### src/design/ipf_defs.vh
// Register offsets, field layout and reset values for the priority field block
`ifndef IPF_DEFS_VH
`define IPF_DEFS_VH
// Register byte offsets (word aligned)
`define IPF_OFS_CTRL3 8'h00
`define IPF_OFS_CTRL4 8'h04
`define IPF_OFS_CTRL5 8'h08
`define IPF_OFS_CTRL6 8'h0C
`define IPF_OFS_CTRL7 8'h10
`define IPF_OFS_CTRL8 8'h14
// Field positions (low bit of each 3-bit field)
`define IPF_FLD0_LSB 0
`define IPF_FLD1_LSB 4
`define IPF_FLD2_LSB 8
`define IPF_FLD3_LSB 12
// Field reset value: upper bit one, level 4
`define IPF_PRIO_RST 3'h4
// Implemented-bit masks per register
`define IPF_MASK_FULL 16'h7777
`define IPF_MASK_CTRL3 16'h0777
`define IPF_MASK_CTRL4 16'h7077
// Reset images per register
`define IPF_RST_FULL 16'h4444
`define IPF_RST_CTRL3 16'h0444
`define IPF_RST_CTRL4 16'h4044
// Request enables after reset: every field resets to a nonzero level
`define IPF_ACT_RST 22'h3FFFFF
`endif

### src/design/ipf_interrupt_priority_fields.v
// Priority field registers for a group of interrupt sources, Wishbone slave
`timescale 1ns/1ps
`include "ipf_defs.vh"

module ipf_interrupt_priority_fields #(
  parameter AW = 8
) (
  // Clock and reset
  input wire clk_sys,
  input wire rstn,
  // Wishbone slave
  input wire wb_cyc_i,
  input wire wb_stb_i,
  input wire wb_we_i,
  input wire [AW-1:0] wb_adr_i,
  input wire [3:0] wb_sel_i,
  input wire [31:0] wb_dat_i,
  output reg [31:0] wb_dat_o,
  output reg wb_ack_o,
  output reg wb_err_o,
  // Priority levels to arbitration
  output wire [2:0] dma_ch1_done_prio,
  output wire [2:0] conv1_done_prio,
  output wire [2:0] serial1_tx_prio,
  output wire [2:0] pin_change_prio,
  output wire [2:0] twowire1_master_prio,
  output wire [2:0] twowire1_slave_prio,
  output wire [2:0] capture8_prio,
  output wire [2:0] capture7_prio,
  output wire [2:0] conv2_done_prio,
  output wire [2:0] ext_irq1_prio,
  output wire [2:0] timer4_prio,
  output wire [2:0] compare4_prio,
  output wire [2:0] compare3_prio,
  output wire [2:0] dma_ch2_done_prio,
  output wire [2:0] serial2_tx_prio,
  output wire [2:0] serial2_rx_prio,
  output wire [2:0] ext_irq2_prio,
  output wire [2:0] timer5_prio,
  output wire [2:0] can1_event_prio,
  output wire [2:0] can1_rx_ready_prio,
  output wire [2:0] sync_serial2_event_prio,
  output wire [2:0] sync_serial2_error_prio,
  // Per-source request enable: registered, low one cycle after the field becomes 000
  output reg [21:0] srcActive
);

  ////////////////////////////////////////////////////////////////////////////
  // Register storage

  reg [15:0] ctrl3_ff;
  reg [15:0] ctrl4_ff;
  reg [15:0] ctrl5_ff;
  reg [15:0] ctrl6_ff;
  reg [15:0] ctrl7_ff;
  reg [15:0] ctrl8_ff;

  // Address decode, used for both write and read paths
  function [5:0] decodeSel;
    input [AW-1:0] adr;
    begin
      decodeSel = 6'h00;
      case (adr)
        `IPF_OFS_CTRL3: decodeSel = 6'h01;
        `IPF_OFS_CTRL4: decodeSel = 6'h02;
        `IPF_OFS_CTRL5: decodeSel = 6'h04;
        `IPF_OFS_CTRL6: decodeSel = 6'h08;
        `IPF_OFS_CTRL7: decodeSel = 6'h10;
        `IPF_OFS_CTRL8: decodeSel = 6'h20;
        default: decodeSel = 6'h00;
      endcase
    end
  endfunction

  // Byte-lane merge with implemented-bit mask
  function [15:0] mergeWr;
    input [15:0] old;
    input [15:0] wdat;
    input [1:0] sel;
    input [15:0] mask;
    reg [15:0] tmp;
    begin
      tmp = old;
      if (sel[0]) begin
        tmp[7:0] = wdat[7:0];
      end
      if (sel[1]) begin
        tmp[15:8] = wdat[15:8];
      end
      mergeWr = tmp & mask;
    end
  endfunction

  wire reqValid = wb_cyc_i & wb_stb_i & ~wb_ack_o & ~wb_err_o;
  wire [5:0] hit = decodeSel(wb_adr_i);
  wire doWr = reqValid & wb_we_i;

  ////////////////////////////////////////////////////////////////////////////
  // Register writes

  always @(posedge clk_sys or negedge rstn) begin
    if (!rstn) begin
      ctrl3_ff <= `IPF_RST_CTRL3;
      ctrl4_ff <= `IPF_RST_CTRL4;
      ctrl5_ff <= `IPF_RST_FULL;
      ctrl6_ff <= `IPF_RST_FULL;
      ctrl7_ff <= `IPF_RST_FULL;
      ctrl8_ff <= `IPF_RST_FULL;
    end else if (doWr) begin
      // Masks keep unused bits zero
      if (hit[0]) begin
        ctrl3_ff <= mergeWr(ctrl3_ff, wb_dat_i[15:0], wb_sel_i[1:0], `IPF_MASK_CTRL3);
      end
      if (hit[1]) begin
        ctrl4_ff <= mergeWr(ctrl4_ff, wb_dat_i[15:0], wb_sel_i[1:0], `IPF_MASK_CTRL4);
      end
      if (hit[2]) begin
        ctrl5_ff <= mergeWr(ctrl5_ff, wb_dat_i[15:0], wb_sel_i[1:0], `IPF_MASK_FULL);
      end
      if (hit[3]) begin
        ctrl6_ff <= mergeWr(ctrl6_ff, wb_dat_i[15:0], wb_sel_i[1:0], `IPF_MASK_FULL);
      end
      if (hit[4]) begin
        ctrl7_ff <= mergeWr(ctrl7_ff, wb_dat_i[15:0], wb_sel_i[1:0], `IPF_MASK_FULL);
      end
      if (hit[5]) begin
        ctrl8_ff <= mergeWr(ctrl8_ff, wb_dat_i[15:0], wb_sel_i[1:0], `IPF_MASK_FULL);
      end
    end
  end

  ////////////////////////////////////////////////////////////////////////////
  // Bus answer: ack one cycle after request, err for unmapped addresses

  reg [15:0] rdMux;
  always @* begin
    case (hit)
      6'h01: rdMux = ctrl3_ff;
      6'h02: rdMux = ctrl4_ff;
      6'h04: rdMux = ctrl5_ff;
      6'h08: rdMux = ctrl6_ff;
      6'h10: rdMux = ctrl7_ff;
      6'h20: rdMux = ctrl8_ff;
      default: rdMux = 16'h0000;
    endcase
  end

  always @(posedge clk_sys or negedge rstn) begin
    if (!rstn) begin
      wb_ack_o <= 1'b0;
      wb_err_o <= 1'b0;
      wb_dat_o <= 32'h00000000;
    end else begin
      wb_ack_o <= reqValid & (|hit);
      wb_err_o <= reqValid & ~(|hit);
      wb_dat_o <= (reqValid & ~wb_we_i) ? {16'h0000, rdMux} : 32'h00000000;
    end
  end

  ////////////////////////////////////////////////////////////////////////////
  // Field forwarding: registers are flops, so outputs come straight from them

  assign dma_ch1_done_prio = ctrl3_ff[`IPF_FLD2_LSB +: 3];
  assign conv1_done_prio = ctrl3_ff[`IPF_FLD1_LSB +: 3];
  assign serial1_tx_prio = ctrl3_ff[`IPF_FLD0_LSB +: 3];
  assign pin_change_prio = ctrl4_ff[`IPF_FLD3_LSB +: 3];
  assign twowire1_master_prio = ctrl4_ff[`IPF_FLD1_LSB +: 3];
  assign twowire1_slave_prio = ctrl4_ff[`IPF_FLD0_LSB +: 3];
  assign capture8_prio = ctrl5_ff[`IPF_FLD3_LSB +: 3];
  assign capture7_prio = ctrl5_ff[`IPF_FLD2_LSB +: 3];
  assign conv2_done_prio = ctrl5_ff[`IPF_FLD1_LSB +: 3];
  assign ext_irq1_prio = ctrl5_ff[`IPF_FLD0_LSB +: 3];
  assign timer4_prio = ctrl6_ff[`IPF_FLD3_LSB +: 3];
  assign compare4_prio = ctrl6_ff[`IPF_FLD2_LSB +: 3];
  assign compare3_prio = ctrl6_ff[`IPF_FLD1_LSB +: 3];
  assign dma_ch2_done_prio = ctrl6_ff[`IPF_FLD0_LSB +: 3];
  assign serial2_tx_prio = ctrl7_ff[`IPF_FLD3_LSB +: 3];
  assign serial2_rx_prio = ctrl7_ff[`IPF_FLD2_LSB +: 3];
  assign ext_irq2_prio = ctrl7_ff[`IPF_FLD1_LSB +: 3];
  assign timer5_prio = ctrl7_ff[`IPF_FLD0_LSB +: 3];
  assign can1_event_prio = ctrl8_ff[`IPF_FLD3_LSB +: 3];
  assign can1_rx_ready_prio = ctrl8_ff[`IPF_FLD2_LSB +: 3];
  assign sync_serial2_event_prio = ctrl8_ff[`IPF_FLD1_LSB +: 3];
  assign sync_serial2_error_prio = ctrl8_ff[`IPF_FLD0_LSB +: 3];

  ////////////////////////////////////////////////////////////////////////////
  // Source enable: level is the binary code, 000 means never request

  wire [65:0] allPrio = {
    dma_ch1_done_prio, conv1_done_prio, serial1_tx_prio, pin_change_prio,
    twowire1_master_prio, twowire1_slave_prio, capture8_prio, capture7_prio,
    conv2_done_prio, ext_irq1_prio, timer4_prio, compare4_prio, compare3_prio,
    dma_ch2_done_prio, serial2_tx_prio, serial2_rx_prio, ext_irq2_prio,
    timer5_prio, can1_event_prio, can1_rx_ready_prio, sync_serial2_event_prio,
    sync_serial2_error_prio};

  wire [21:0] nxt_srcActive;
  genvar gi;
  generate
    for (gi = 0; gi < 22; gi = gi + 1) begin : gActive
      assign nxt_srcActive[gi] = |allPrio[gi*3 +: 3];
    end
  endgenerate

  always @(posedge clk_sys or negedge rstn) begin
    if (!rstn) begin
      srcActive <= `IPF_ACT_RST;
    end else begin
      srcActive <= nxt_srcActive;
    end
  end

endmodule // ipf_interrupt_priority_fields

### config.mk
export PLATFORM = sky130hd
export DESIGN_NAME = ipf_interrupt_priority_fields
export DESIGN_NICKNAME = d
export VERILOG_FILES = /design/src/design/ipf_interrupt_priority_fields.v
export VERILOG_INCLUDE_DIRS = /design/src /design/src/design
export SDC_FILE = /design/constraint.sdc
export NUM_CORES = 1
export LEC_CHECK = 0
export BUFFER_PORTS_ARGS = -buffer_cell sky130_fd_sc_hd__buf_2
export CAP_MARGIN = 40
export CORE_ASPECT_RATIO = 1.1
export CORE_UTILIZATION = 53
export DETAILED_ROUTE_END_ITERATION = 6
export GPL_ROUTABILITY_DRIVEN = 1
export PLACE_DENSITY = 0.85
export SYNTH_ARGS = -nofsm -noshare
export SYNTH_HDL_FRONTEND = slang
export SYNTH_SLANG_ARGS = --single-unit
### constraint.sdc
create_clock -name clk_sys -period 5.6 [get_ports clk_sys]
set_input_delay 0.56 -clock clk_sys [delete_from_list [all_inputs] [get_ports clk_sys]]
set_output_delay 0.56 -clock clk_sys [all_outputs]
set_load 0.01 [all_outputs]
* After elaboration in Yosys (flattened, before gate mapping) *
Index checks and enable logic that the tools add are counted.

storage, ports and cells
  bits in latches = 0
  bits in registers = 105
  memories = 0
  logic and storage cells = 77
  memory bits (read-only) = 0
  output and inout bits = 122
  input port bits = 49
  memory bits (writable) = 0

operators by class
  order comparisons = 0
  bitwise logic cells = 11
  eq/ne operators = 11
  divide/modulo/power cells = 0
  $add $sub $neg = 0
  mux-type cells = 3
  reduce and logical (&&, ||, !) cells = 36
  $mul = 0
  shift-type cells = 0

operators with widths
  kind                                                             number
  15-bit one-hot mux with 6 select lines                           1
  3-bit OR reduction                                               22
  6-bit one-hot mux with 6 select lines                            1
  3-bit AND reduction                                              12
  8-bit by 4-bit == test with 1-bit output, second input constant  2
  8-bit by 5-bit == test with 1-bit output, second input constant  2
  15-bit two-way mux                                               1
  8-bit by 3-bit == test with 1-bit output, second input constant  1
  8-bit zero test                                                  1
  1-bit AND                                                        7
  6-bit by 1-bit == test with 1-bit output, second input constant  1
  6-bit by 2-bit == test with 1-bit output, second input constant  1
  6-bit by 3-bit == test with 1-bit output, second input constant  1
  6-bit by 4-bit == test with 1-bit output, second input constant  1
  6-bit by 5-bit == test with 1-bit output, second input constant  1
  6-bit == test, second input constant                             1
  6-bit OR reduction                                               1
  1-bit NOT                                                        4

* Logic depth before layout (Yosys ltp) *
  word-level depth = 5
  depth in mapped cells = 7
  gate-level depth less buffers = 4

* Least setup slack after synthesis *
No wires, ideal clock.

  path kind = input port to flip-flop
  from = in wb_adr_i[4]
  to = reg ctrl5_ff[0]
  setup slack = 3.329 ns
  arrival time = 2.146 ns
  setup time = 0.125 ns
  required time = 5.475 ns
  buffers on the path = 3
  stages = 6
  path through = buf_4 or4_1 buf_2 or4_4 buf_6 mux2_4

on the way
  cells in the longest elaborated chain, start to end = 3
  elaborated cells on any way between the ends = 8
  classes of those cells = eq/ne (5); mux (1); reduce/logical (2)

RTL lines
  item                                                                    line                                 RTL
  start: declaration                                                      ipf_interrupt_priority_fields.v:15   input wire [AW-1:0] wb_adr_i,
  8-bit by 5-bit == test with 1-bit output, or another cell as far along  ipf_interrupt_priority_fields.v:63   case (adr)
  6-bit one-hot mux with 6 select lines *                                 ipf_interrupt_priority_fields.v:63
  3-bit AND reduction (no line) *                                         --
  end signal: assignment                                                  ipf_interrupt_priority_fields.v:105  ctrl5_ff <= `IPF_RST_FULL;
  end signal: assignment                                                  ipf_interrupt_priority_fields.v:118  ctrl5_ff <= mergeWr(ctrl5_ff, wb_dat_i[15:0], wb_sel_i[1:0], `IPF_MASK_FULL);
  end: declaration                                                        ipf_interrupt_priority_fields.v:53   reg [15:0] ctrl5_ff;

Mark *: on every way between the ends. The rest lies on a longest branch, timed or not.
A chain may end at the register's enable or synchronous reset.

* Worst setup path after layout *
  from = in wb_adr_i[3]
  to = reg ctrl8_ff[13]

on the way
  cells in the longest elaborated chain, start to end = 3
  elaborated cells on any way between the ends = 8
  classes of those cells = eq/ne (5); mux (1); reduce/logical (2)

RTL lines
  item                                                                    line                                 RTL
  8-bit by 5-bit == test with 1-bit output, or another cell as far along  ipf_interrupt_priority_fields.v:63
  6-bit one-hot mux with 6 select lines *                                 ipf_interrupt_priority_fields.v:63
  3-bit AND reduction (no line) *                                         --
  end signal: assignment                                                  ipf_interrupt_priority_fields.v:108  ctrl8_ff <= `IPF_RST_FULL;
  end signal: assignment                                                  ipf_interrupt_priority_fields.v:127  ctrl8_ff <= mergeWr(ctrl8_ff, wb_dat_i[15:0], wb_sel_i[1:0], `IPF_MASK_FULL);
  end: declaration                                                        ipf_interrupt_priority_fields.v:56   reg [15:0] ctrl8_ff;

Marked as above.

==> flow_metrics.env <==
export IMPL_worst_case_clock_buffer_depth=2
export IMPL_fin_cells=567
export IMPL_synth_warnings=0
export IMPL_initial_utilization=0.545
export IMPL_max_capacitance_violation_count=0
export IMPL_final_period_minus_worst_setup_slack_ns=2.31
export IMPL_drt_drc_violations_left=0
export IMPL_timing_max_slew_rel_slack=0.421
export IMPL_io_buffer_count=128
export IMPL_synth_cells_most_frequent="58 x dfrtp_1, 50 x mux2_2, 44 x dfstp_2"
export IMPL_post_dp_hpwl_um=7520
export IMPL_sort_of_element_at_the_end_of_the_critical_path="register"
export IMPL_worst_endpoint_required_ns=5.86
export IMPL_die_w_um=90.2
export IMPL_setup_viol=0
export IMPL_syn2layout_area_growth_pct=18.6
export IMPL_outcome="completed"
export IMPL_number_of_buffers_inserted_by_post_cts_setup_repair=0
export IMPL_cts_hold_fix_buffers=0
export IMPL_finalHoldWorstSlack_ns=0.131
export IMPL_finalCritPeriodShare=0.413
export IMPL_cts_root_buffer_cell="clkbuf_8"
export IMPL_power_density_mw_per_mm2=240
export IMPL_synth_edf_count=0
export IMPL_async_reset_ff_frac=1.00
export IMPL_mappedNetlistArea_sq_mm=0.00453
export IMPL_die_area_sq_mm=0.00893
export IMPL_layout_area_seq_sq_mm=0.00261
export IMPL_critPathLaunchType="primary input"
export IMPL_ioPinCount=171
export IMPL_cp_arrival_ns=2.57
export IMPL_hp_class="primary input to asynchronous set/reset pin"
export IMPL_grt_overflow_total=0
export IMPL_firstDrtPassIters=4
export IMPL_die_y_um=99.0
export IMPL_largest_net_degree_at_the_start_of_global_routing=67
export IMPL_worst_setup_path_type="primary input to register"
export IMPL_total_leakage_power_nw=2.86
export IMPL_critical_path_buf_inv_count=1
export IMPL_synthMostInstantiatedCell="dfrtp_1"
export IMPL_numPlacedInstances=551
export IMPL_cts_made_buffers=9
export IMPL_yosys_register_bits=102
export IMPL_detail_route_vias_per_cell=5.40
export IMPL_fillerInstances=654
export IMPL_hold_viol=0
export IMPL_ys_top_cells_by_area="dfrtp_1 32%, dfstp_2 26%, mux2_2 12%"
export IMPL_worst_slew_pin_transition_ns=0.869
export IMPL_power_total_mw=1.29
export IMPL_clkTransAtPathRegs_ns=0.09
export IMPL_clock_latency_ns=0.38
export IMPL_unrepaired_setup_endpoints_after_global_routing="no"
export IMPL_cells_after_synthesis=324
export IMPL_drt_antenna_violating_nets=0
export IMPL_critical_path_max_stage_delay_ns=0.70
export IMPL_first_global_vias=3051
export IMPL_cts_tree="done"
export IMPL_ir_drop_mv=0.147
export IMPL_grt_first_pass_wirelength_um=16700
export IMPL_detail_route_wl_per_cell_um=18.2
export IMPL_antenna_violations_before_repair=0
export IMPL_synth_area_leader_cell="dfrtp_1"
export IMPL_crit_path_top_delay_cell="nor3_1"
export IMPL_placeableCoreArea_sq_mm=0.00832
export IMPL_synth_top_cell_area_share=0.320
export IMPL_cts_max_level=3
export IMPL_sequential_fraction_of_the_synthesis_area=0.575
export IMPL_crit_chain="buf_2 > nor3_1 > nand4_1 > nor2_1 > mux2_2"
export IMPL_globalRouteTotalUtil=0.243
export IMPL_totalNegativeSetupSlack_ns=0
export IMPL_num_antenna_cells=0
export IMPL_initialDrtViolationCount=190
export IMPL_synth_cell_type_count=40
export IMPL_gates_resized_cts_repair=0
export IMPL_multiInputGateArea_sq_mm=0.00178
export IMPL_synth_area_per_cell_sq_um=14.0
export IMPL_critPathMaxFanout=8
export IMPL_core_rowCount=35
export IMPL_fin_skew_ns=0.0124
export IMPL_post_route_cells_drive_above_1_share=0.572
export IMPL_finalMaxSlewViolations=0
export IMPL_num_vias=3060
export IMPL_fin_nets=500
export IMPL_cp_top_family="simple AND/OR/NAND/NOR gates"
export IMPL_cts_sink_count=102
export IMPL_maxClockFrequency_mhz=432
export IMPL_routed_wirelength_um=10300
export IMPL_gpl_final_weighted_congestion=0.833
export IMPL_yosys_most_used_dff="dfrtp_1"
[cell type report]
type	count	share of cell area
clock buffer	13	0.0277
sequential	102	0.485
clock inverter	3	0.00838
tap	111	0.0258
multi-input combinational	208	0.331
timing repair buffer	130	0.122
[worst paths after layout]
check                                   from            to  slack, ns  cells past startpoint
max in group asynchronous               rstn   ctrl4_ff[4]       4.29                      2
min in group clk_sys            wb_dat_i[10]  ctrl7_ff[10]       0.47                      2
worst max-delay path             wb_adr_i[3]  ctrl8_ff[13]       3.29                      5
worst max register to register      wb_err_o  ctrl8_ff[13]       3.53                      4
worst min-delay path                    rstn   ctrl8_ff[9]       0.13                      1
worst min register to register   ctrl7_ff[4]  srcActive[5]       0.51                      1
[flip-flops by register name (all words and copies together), names as in the netlist]
register / cells
ctrl3_ff: 9
ctrl8_ff: 12
wb_err_o: 1
ctrl7_ff: 12
wb_dat_o: 12
ctrl6_ff: 12
ctrl4_ff: 9
wb_ack_o: 1
srcActive: 22
ctrl5_ff: 12
[stage by stage]
| stage | area (sq um) | utilization | worst slack [ns] |
|---|---|---|---|
| 5_1_grt | 5380 | 0.646 | 3.09 |
| 6_report | 5380 | 0.646 | 3.29 |
| 3_5_place_dp | 5180 | 0.623 | 2.90 |
| 3_3_place_gp | 5170 | 0.622 | 2.91 |
| 2_1_floorplan | 4600 | - | 3.33 |
| 4_1_cts | 5380 | 0.646 | 3.29 |
[cell usage in the layout, fill, tap and decap left out, types with 2 or more instances in the layout]
| master | instances |
|---|---|
| buf_2 | 127 |
| dfrtp_1 | 58 |
| mux2_2 | 50 |
| dfstp_2 | 44 |
| or3_1 | 25 |
| conb_1 | 20 |
| mux2_1 | 17 |
| nor2_1 | 16 |
| mux2_4 | 12 |
| clkbuf_8 | 10 |
| mux2i_1 | 9 |
| nand3_1 | 7 |
| a22oi_1 | 7 |
| nand2_1 | 5 |
| nor3_1 | 4 |
| a21oi_1 | 3 |
| o22ai_1 | 3 |
| a222oi_1 | 3 |
| mux4_2 | 3 |
| nor2_4 | 3 |
| clkbuf_1 | 3 |
| buf_4 | 3 |
| nand4_1 | 2 |
| o21ai_0 | 2 |
| or4_4 | 2 |
| nor3_2 | 2 |
| clkinvlp_4 | 2 |
[cell families after synthesis]
family | share of synthesized area
DFF | 0.575
muxes | 0.241
and+or+nand+nor | 0.0996
buffers and inverters | 0.0486
AOI/OAI and AO/OA | 0.0348
other | 0.000827
[metal layers]
layer,up-vias,GRT usage,wire length (um)
met4,0,0.112,202
li1,1392,-,-
met3,14,0.0417,515
met1,1538,0.325,4340
met2,116,0.390,5250
met5,-,0,0
[report_power, final]
part / internal (mW) / leakage [nW] / switching (mW)
combinational: 0.0232 / 1.50 / 0.0510
clock: 0.220 / 0.0899 / 0.243
sequential: 0.748 / 1.26 / 0.00430
Note: power is estimated with default switching activity, not from simulation.
